--- src/vfc_pkg.sv ---
// Purpose: constants and types for the vf display refresh controller
// Assumes: 125 MHz system clock, 32 glyphs of 5x7 dots, two serial drivers
// Notes:   every timing count is derived here from its printed figure

`default_nettype none

package vfc_pkg;

  localparam int CLK_HZ        = 125_000_000;
  localparam int CLK_MHZ       = CLK_HZ / 1_000_000;
  localparam int FRAME_MS      = 10;
  localparam int DIGITS        = 32;
  // longest time: rounds down
  localparam int DIGIT_CYC     = CLK_HZ / 1000 * FRAME_MS / DIGITS;
  // one clock phase; 625 ns keeps both drivers under their clock limits
  localparam int PHASE_NS      = 625;
  localparam int PH_CYC        = (PHASE_NS * CLK_MHZ + 999) / 1000;
  localparam int BIT_CYC       = 3 * PH_CYC;
  localparam int BLANK_MIN_US  = 20;
  localparam int BLANK_MIN_CYC = BLANK_MIN_US * CLK_MHZ;
  localparam int ROWS          = 7;
  localparam int COLS          = 5;
  localparam int SEG_BITS      = ROWS * COLS;
  localparam int STREAM_BITS   = SEG_BITS + 1;
  localparam logic START_BIT   = 1'h1;
  localparam int FIFO_DEPTH    = 8;
  localparam int EXT_W         = 12;

  typedef logic [COLS-1:0] vfc_row_t;

  // row[0] is the bottom row of the glyph
  typedef struct packed {
    vfc_row_t [ROWS-1:0] row;
  } vfc_glyph_t;

  typedef struct packed {
    logic seg_data;
    logic seg_clk;
    logic dig_data;
    logic dig_clk;
    logic blank;
  } vfc_pins_t;

endpackage : vfc_pkg

`default_nettype wire

--- src/vfc_refresh.sv ---
// Purpose: refresh sequencer for a 32 glyph vf display with brightness
// Assumes: user logic shares clk_sys; driver pins are outputs only
// Notes:   glyphs enter through an 8 word fifo and a staging buffer

`default_nettype none

module vfc_fifo #(
  parameter int W = 35,
  parameter int D = 8
) (
  // clock and reset
  input  wire logic         clk,
  input  wire logic         rst_n,
  input  wire logic         ce,
  // fill side
  input  wire logic         in_valid,
  input  wire logic [W-1:0] in_data,
  output var  logic         in_ready,
  // drain side
  output var  logic         out_valid,
  output var  logic [W-1:0] out_data,
  input  wire logic         out_ready
);

  localparam int AW = $clog2(D);

  if (D < 2 || (D & (D - 1)) != 0)
  begin : g_bad_depth
    $error("vfc_fifo depth must be a power of two, at least 2");
  end

  logic [W-1:0] mem [D];
  logic [AW-1:0] wr_reg;
  logic [AW-1:0] rd_reg;
  logic [AW:0]   cnt_reg;
  logic [AW:0]   cnt_next;
  logic          push;
  logic          pop;

  assign push      = in_valid && in_ready;
  assign pop       = out_valid && out_ready;
  assign out_valid = cnt_reg != '0;
  assign out_data  = mem[rd_reg];

  always_comb
  begin
    cnt_next = cnt_reg;
    if (push && !pop)
      cnt_next = cnt_reg + 1'b1;
    else if (pop && !push)
      cnt_next = cnt_reg - 1'b1;
  end

  always_ff @(posedge clk)
  begin
    if (ce && push)
      mem[wr_reg] <= in_data;
  end

  // ready is registered so the fill side sees a flop, not a path
  always_ff @(posedge clk or negedge rst_n)
  begin
    if (!rst_n)
    begin
      wr_reg   <= '0;
      rd_reg   <= '0;
      cnt_reg  <= '0;
      in_ready <= 1'b1;
    end
    else if (ce)
    begin
      if (push)
        wr_reg <= wr_reg + 1'b1;
      if (pop)
        rd_reg <= rd_reg + 1'b1;
      cnt_reg  <= cnt_next;
      in_ready <= cnt_next != (AW+1)'(D);
    end
  end

endmodule : vfc_fifo

module vfc_refresh #(
  parameter int DIGIT_CYC = vfc_pkg::DIGIT_CYC,
  parameter int EXT_W     = vfc_pkg::EXT_W,
  // driver clock phase and minimum inter-digit blank, in clk_sys cycles
  parameter int PH_CYC    = vfc_pkg::PH_CYC,
  parameter int BLANK_CYC = vfc_pkg::BLANK_MIN_CYC
) (
  // clock, reset, clock enable
  input  wire logic               clk_sys,
  input  wire logic               reset_n,
  input  wire logic               clk_en,
  // control
  input  wire logic               run,
  input  wire logic [EXT_W-1:0]   blank_ext,
  // glyph stream in
  input  wire logic               glyph_valid,
  input  wire vfc_pkg::vfc_glyph_t glyph_data,
  output var  logic               glyph_ready,
  // driver pins
  output var  vfc_pkg::vfc_pins_t drv,
  // status
  output var  logic               refreshing,
  output var  logic               frame_done
);

  localparam int BIT_CYC = 3 * PH_CYC;
  localparam int PW  = $clog2(DIGIT_CYC);
  localparam int HW  = $clog2(BLANK_CYC + (1 << EXT_W));
  localparam int PHW = $clog2(BIT_CYC);
  localparam int FIXED = (vfc_pkg::STREAM_BITS + 2) * BIT_CYC;

  // a blank waveform slower than 100 Hz would be seen to flicker
  if (EXT_W < 1 || EXT_W > 16 || PH_CYC < 1 || BLANK_CYC < 1 ||
      DIGIT_CYC >= vfc_pkg::CLK_HZ / 100 ||
      DIGIT_CYC <= FIXED + BLANK_CYC + (1 << EXT_W))
  begin : g_bad_period
    $error("vfc_refresh digit period too short for the blank extension");
  end

  typedef enum logic [2:0] {
    ST_IDLE, ST_CLEAR, ST_SHIFT, ST_DIG,
    ST_LAST, ST_HOLD, ST_ON, ST_HALT
  } vfc_state_t;

  // start bit first, then rows top to bottom, each row lsb first
  function automatic logic seg_bit(
    input vfc_pkg::vfc_glyph_t g,
    input logic [5:0]          idx
  );
    int j;
    j = int'(idx) - 1;
    if (idx == 6'h00)
      return vfc_pkg::START_BIT;
    return g.row[vfc_pkg::ROWS - 1 - j / vfc_pkg::COLS]
                [j % vfc_pkg::COLS];
  endfunction : seg_bit

  logic rst_meta_reg;
  logic rst_n;

  always_ff @(posedge clk_sys or negedge reset_n)
  begin
    if (!reset_n)
    begin
      rst_meta_reg <= 1'b0;
      rst_n        <= 1'b0;
    end
    else
    begin
      rst_meta_reg <= 1'b1;
      rst_n        <= rst_meta_reg;
    end
  end

  vfc_state_t          state_reg;
  logic [4:0]          digit_reg;
  logic [5:0]          bit_reg;
  logic [PHW-1:0]      ph_reg;
  logic [PW-1:0]       per_reg;
  logic [HW-1:0]       hold_reg;
  logic [5:0]          stage_cnt_reg;
  logic                disp_ok_reg;
  logic [vfc_pkg::SEG_BITS-1:0] stage_mem [vfc_pkg::DIGITS];
  logic [vfc_pkg::SEG_BITS-1:0] disp_mem  [vfc_pkg::DIGITS];
  logic                fifo_valid;
  logic [vfc_pkg::SEG_BITS-1:0] fifo_q;
  logic                stage_full;
  logic                pop;
  logic                bit_end;
  logic                per_end;
  logic                frame_end;
  logic                commit;
  vfc_pkg::vfc_glyph_t cur_glyph;

  vfc_fifo #(
    .W (vfc_pkg::SEG_BITS),
    .D (vfc_pkg::FIFO_DEPTH)
  ) u_fifo (
    .clk       (clk_sys),
    .rst_n     (rst_n),
    .ce        (clk_en),
    .in_valid  (glyph_valid),
    .in_data   (glyph_data),
    .in_ready  (glyph_ready),
    .out_valid (fifo_valid),
    .out_data  (fifo_q),
    .out_ready (!stage_full)
  );

  assign stage_full = stage_cnt_reg == 6'(vfc_pkg::DIGITS);
  assign pop        = fifo_valid && !stage_full;
  assign bit_end    = ph_reg == PHW'(BIT_CYC - 1);
  assign per_end    = state_reg == ST_ON && per_reg == PW'(DIGIT_CYC - 1);
  assign frame_end  = per_end && digit_reg == 5'(vfc_pkg::DIGITS - 1);
  // a full stage set swaps in only at a frame boundary
  assign commit     = frame_end && stage_full;
  assign cur_glyph  = disp_ok_reg ? disp_mem[digit_reg] : '0;

  // staging buffer: the fifo stalls once 32 glyphs wait for a frame end
  always_ff @(posedge clk_sys)
  begin
    if (clk_en && pop)
      stage_mem[stage_cnt_reg[4:0]] <= fifo_q;
  end

  always_ff @(posedge clk_sys)
  begin
    if (clk_en && commit)
      disp_mem <= stage_mem;
  end

  always_ff @(posedge clk_sys or negedge rst_n)
  begin
    if (!rst_n)
    begin
      stage_cnt_reg <= 6'h00;
      disp_ok_reg   <= 1'b0;
    end
    else if (clk_en)
    begin
      if (commit)
      begin
        stage_cnt_reg <= 6'h00;
        disp_ok_reg   <= 1'b1;
      end
      else if (pop)
        stage_cnt_reg <= stage_cnt_reg + 6'h01;
    end
  end

  // sequencer: state, digit, bit, phase and period counters
  always_ff @(posedge clk_sys or negedge rst_n)
  begin
    if (!rst_n)
    begin
      state_reg <= ST_IDLE;
      digit_reg <= 5'h00;
      bit_reg   <= 6'h00;
      ph_reg    <= '0;
      per_reg   <= '0;
      hold_reg  <= '0;
    end
    else if (clk_en)
    begin
      ph_reg <= bit_end ? '0 : ph_reg + 1'b1;
      if (state_reg inside {ST_SHIFT, ST_DIG, ST_LAST, ST_HOLD, ST_ON})
        per_reg <= per_end ? '0 : per_reg + 1'b1;
      else
        per_reg <= '0;
      case (state_reg)
        ST_IDLE, ST_HALT:
        begin
          ph_reg  <= '0;
          bit_reg <= 6'h00;
          if (run)
            state_reg <= ST_CLEAR;
        end
        ST_CLEAR:
          if (bit_end)
          begin
            if (bit_reg == 6'(vfc_pkg::STREAM_BITS - 1))
            begin
              bit_reg   <= 6'h00;
              digit_reg <= 5'h00;
              state_reg <= ST_SHIFT;
            end
            else
              bit_reg <= bit_reg + 6'h01;
          end
        ST_SHIFT:
          if (bit_end)
          begin
            if (bit_reg == 6'(vfc_pkg::SEG_BITS - 1))
              state_reg <= ST_DIG;
            bit_reg <= bit_reg + 6'h01;
          end
        ST_DIG:
          if (bit_end)
            state_reg <= ST_LAST;
        ST_LAST:
          if (bit_end)
          begin
            state_reg <= ST_HOLD;
            // extension is added to blank; the period stays fixed
            hold_reg  <= HW'(BLANK_CYC - 1)
                       + HW'(blank_ext);
          end
        ST_HOLD:
          if (hold_reg == '0)
            state_reg <= ST_ON;
          else
            hold_reg <= hold_reg - 1'b1;
        ST_ON:
          if (per_end)
          begin
            ph_reg    <= '0;
            bit_reg   <= 6'h00;
            digit_reg <= digit_reg + 5'h01;
            // scanning never waits for new data
            if (frame_end && !run)
              state_reg <= ST_HALT;
            else
              state_reg <= ST_SHIFT;
          end
          else
            ph_reg <= '0;
        default:
          state_reg <= ST_IDLE;
      endcase
    end
  end

  // driver pins, all from flops; clocks rise at one phase, fall at two
  always_ff @(posedge clk_sys or negedge rst_n)
  begin
    if (!rst_n)
    begin
      drv       <= '0;
      drv.blank <= 1'b1;
    end
    else if (clk_en)
    begin
      if (ph_reg == PHW'(2 * PH_CYC))
      begin
        drv.seg_clk <= 1'b0;
        drv.dig_clk <= 1'b0;
      end
      case (state_reg)
        ST_IDLE, ST_HALT:
        begin
          drv       <= '0;
          drv.blank <= 1'b1;
        end
        ST_CLEAR:
        begin
          drv.seg_data <= 1'b0;
          drv.dig_data <= 1'b0;
          if (ph_reg == PHW'(PH_CYC))
          begin
            drv.seg_clk <= 1'b1;
            drv.dig_clk <= bit_reg < 6'(vfc_pkg::DIGITS);
          end
          if (bit_end && bit_reg == 6'(vfc_pkg::STREAM_BITS - 1))
            drv.blank <= 1'b0;
        end
        ST_SHIFT, ST_LAST:
        begin
          if (ph_reg == '0)
            drv.seg_data <= seg_bit(cur_glyph, bit_reg);
          if (ph_reg == PHW'(PH_CYC))
            drv.seg_clk <= 1'b1;
          if (state_reg == ST_SHIFT && bit_end &&
              bit_reg == 6'(vfc_pkg::SEG_BITS - 1))
            drv.blank <= 1'b1;
        end
        ST_DIG:
        begin
          if (ph_reg == '0)
            drv.dig_data <= digit_reg == 5'h00;
          if (ph_reg == PHW'(PH_CYC))
            drv.dig_clk <= 1'b1;
        end
        ST_HOLD:
          if (hold_reg == '0)
            drv.blank <= 1'b0;
        ST_ON:
          if (frame_end && !run)
            drv.blank <= 1'b1;
        default:
          drv.blank <= 1'b1;
      endcase
    end
  end

  always_ff @(posedge clk_sys or negedge rst_n)
  begin
    if (!rst_n)
    begin
      refreshing <= 1'b0;
      frame_done <= 1'b0;
    end
    else if (clk_en)
    begin
      refreshing <= !(state_reg inside {ST_IDLE, ST_HALT});
      frame_done <= frame_end;
    end
  end
endmodule : vfc_refresh

`default_nettype wire

--- config.mk ---
export PLATFORM = sky130hd
export DESIGN_NAME = vfc_refresh
export DESIGN_NICKNAME = d
export VERILOG_FILES = /design/src/vfc_pkg.sv /design/src/vfc_refresh.sv
export SDC_FILE = /design/constraint.sdc
export NUM_CORES = 2
export LEC_CHECK = 0
export BUFFER_PORTS_ARGS = -buffer_cell sky130_fd_sc_hd__buf_4
export CELL_PAD_IN_SITES_DETAIL_PLACEMENT = 0
export CELL_PAD_IN_SITES_GLOBAL_PLACEMENT = 1
export CORE_UTILIZATION = 60
export DETAILED_ROUTE_END_ITERATION = 6
export GPL_ROUTABILITY_DRIVEN = 0
export GPL_TIMING_DRIVEN = 0
export PLACE_DENSITY = 0.84
export SLEW_MARGIN = 25
export SYNTH_ARGS = -nofsm -noshare
export SYNTH_HDL_FRONTEND = slang
export SYNTH_SLANG_ARGS = --single-unit
--- constraint.sdc ---
create_clock -name clk_sys -period 5 [get_ports clk_sys]
set_input_delay 1 -clock clk_sys [delete_from_list [all_inputs] [get_ports clk_sys]]
set_output_delay 1 -clock clk_sys [all_outputs]
set_load 0.02 [all_outputs]
==> impl_metrics.tcl <==
set metrics [dict create \
    synth_area_leaders "edfxtp_1 82%, mux4_2 10%, dfrtp_1 2.1%" \
    yosysTopAreaCell "edfxtp_1" \
    relSlewSlack_pct 24.35 \
    root_buffer "clkbuf_16" \
    grtUsageMet1_pct 41.58 \
    worst_slew_pin_slew_ns 1.135 \
    rows 143 \
    cts_sinks 2598 \
    cts_max_path_buffers 3 \
    async_flop_share_pct 3.002 \
    synthAdderAreaFrac_pct 0.4190 \
    setup_viol 1 \
    numPortBuffers 59 \
    pre_cts_ws_ns -2.440 \
    wirelength_um 255700 \
    synth_mux_area_share_pct 10.81 \
    avgSynthCellArea_um2 23.61 \
    r2r_start "bit_reg[1]" \
    drv_slew 0 \
    drc_errors 2 \
    rsz0062_at_grt "true" \
    status "complete, but fails checks" \
    yosys_warnings 0 \
    die_x_um 394.8 \
    synth.distinct_cells 90 \
    synth.most_common_cell "edfxtp_1" \
    peakVddDrop_mv 0.6945 \
    dieHeight_um 394.8 \
    synth.cell_area_um2 92580 \
    ios 60 \
    critPathMaxStageDelay_ns 0.79 \
    clk_latency_ns 0.88 \
    cts_tree "yes" \
    use_met3_pct 8.254 \
    crit_arrival_ns 7.18 \
    crit_path_frequent_cell "ha_4" \
    hold_path.class "reg -> async" \
    via_per_inst 6.898 \
    slowest_stage "o21ai_1" \
    end_kind "flop" \
    power_leakage_nw 33.89 \
    synth_seq_cells 2598 \
    overflow 0 \
    hold_viol_final 0 \
    dieArea_um2 155900 \
    grt_pass1_vias 45560 \
    grt_max_degree 161 \
    synth_edf_count 2520 \
    timing.fmax_mhz 154.7 \
    syn_nets 4005 \
    synthSimpleGateAreaFrac_pct 2.062 \
    setup_tns_ns -1.463 \
    fin_skew_ns 0.03890 \
    r2r_slack_ns -1.46 \
    yosys.area_share.xor_xnor_pct 0.4257 \
    period_share_pct 129.3 \
    start_kind "flop" \
    ant_nets 0 \
    critPathTopFamily "compound AO/OA/AOI/OAI gates" \
    synth-compound-area-share_pct 1.564 \
    crit_buf_inv 8 \
    dp_hpwl_um 140100 \
    dr.pass1.iters 7 \
    setup_slack_ns -1.463 \
    grt_util_met2_pct 54.30 \
    start_util_pct 60.66 \
    drv_cap 0 \
    grt_pass1_wl_um 353800 \
    area_delta_synth_final_pct 15.64 \
    synthTopCellsByCount "2520 x edfxtp_1, 416 x mux4_2, 130 x nor2_1" \
    path_class "reg -> reg" \
    synth_ff_type "edfxtp_1" \
    grt_most_used_layer "met2" \
    drt_iter0_drc 7590 \
    required_ns 5.71 \
    drive_gt1_share_pct 26.16 \
    violations "design-rule violations, negative setup slack" \
    core_um2 152600 \
    cts_buffers 235 \
    layout.nets 4468 \
    detail_route.wl_per_cell_um 38.62 \
    fin_crit_ns 6.463 \
    track_usage_pct 33.21 \
    path_clk_slew_ns 0.06 \
    final_util_pct 70.15 \
    cts.htree.levels 4 \
    worst-r2r-cell-count 28 \
    vias 45680 \
    antenna_found_initial 14 \
    path_max_fanout 6 \
    r2r_end "drv[4]" \
    synth_cells 3922 \
    synth_top_area_share_pct 81.74 \
    synth_top_family_by_area "multiplexers" \
    synth-seq-area-share_pct 83.85 \
    p_per_area_nw_per_um2 597.3 \
]
==> logic make-up after synthesis <==
kind of cell / Yosys count
AO/OA/AOI/OAI: 203
XOR/XNOR: 45
adder cells (fa/ha/maj): 31
buffers and inverters: 179
flip-flops: 2598
multiplexers: 474
other: 1
AND/OR/NAND/NOR: 391
==> cell type report <==
| cell class | count | area [um2] |
|---|---|---|
| flip-flops and latches | 2598 | 77630 |
| well taps | 2030 | 2540 |
| multi-input cells | 1145 | 14740 |
| diodes | 4 | 10.01 |
| inverters | 37 | 151.4 |
| clock buffers | 294 | 6218 |
| plain buffers | 141 | 780.7 |
| repair buffers | 227 | 3800 |
| clock inverters | 146 | 1189 |
| fillers | 8124 | 45560 |
==> power by group <==
group	internal, mW	switching [mW]	leakage, nW
Sequential	27.1	0.474	23.7
Combinational	6.46	12.0	6.59
Clock	9.68	8.16	3.63
==> how the worst max path moves through the flow <==
stage                          endpoint  depth (start not counted)       start
after CTS                        drv[4]                         30  bit_reg[1]
after global routing             drv[4]                         33  bit_reg[1]
after detailed placement         drv[4]                         27  bit_reg[0]
after floorplan                  drv[4]                         28  bit_reg[1]
final                            drv[4]                         28  bit_reg[1]
after global placement    stage_mem[29]                          6      clk_en
==> what timing repair did <==
action,4_1_cts,5_1_grt
cloned,4,0
setup buffers,29,9
endpoints found under the hold margin,2,0
hold buffers,1,0
resized for setup,41,10
pin swaps,16,14
setup endpoints to repair,557,1
==> cell usage in the layout, fill, tap and decap left out, types with 16 or more instances in the layout <==
master     Yosys  final
clkbuf_16      0    241
nor2_4         0     39
a21oi_1       29     29
nand3_1       38     36
buf_16         0     69
nand2_1       96     95
inv_1         34     32
clkbuf_1      64    100
xnor2_1       30     26
o31ai_1       19     19
buf_2         40     44
mux2i_1       18     18
clkinv_1       0     54
nor2_1       130     91
bufinv_16      0     17
dfrtp_1       76     73
buf_12         0     50
mux4_2       416    416
clkinv_2       0     53
mux2_2        39     39
nand4_1       16     16
buf_4          7    110
ha_1          31     24
o21ai_0       43     42
edfxtp_1    2520   2520
==> metal layers <==
metal,wire [um],share of wire (%)
met4,16310,6.4
met3,30670,12
met1,82840,32
met5,59,0.023
met2,125900,49
==> per-stage QoR <==
stage / hold slack (ns) / std cells / instance area (um2) / power [mW]
after floorplan: 0.3312 / 3922 / 92740 / 36.68
after global placement: 0.3382 / 6011 / 95720 / 41.95
after detailed placement: 0.3286 / 6136 / 98920 / 43.16
after CTS: 0.2953 / 6609 / 106900 / 62.81
after global routing: 0.3439 / 6619 / 107100 / 65.03
final: 0.3035 / 6622 / 107100 / 63.95
Note: power is estimated with default switching activity, not from simulation.
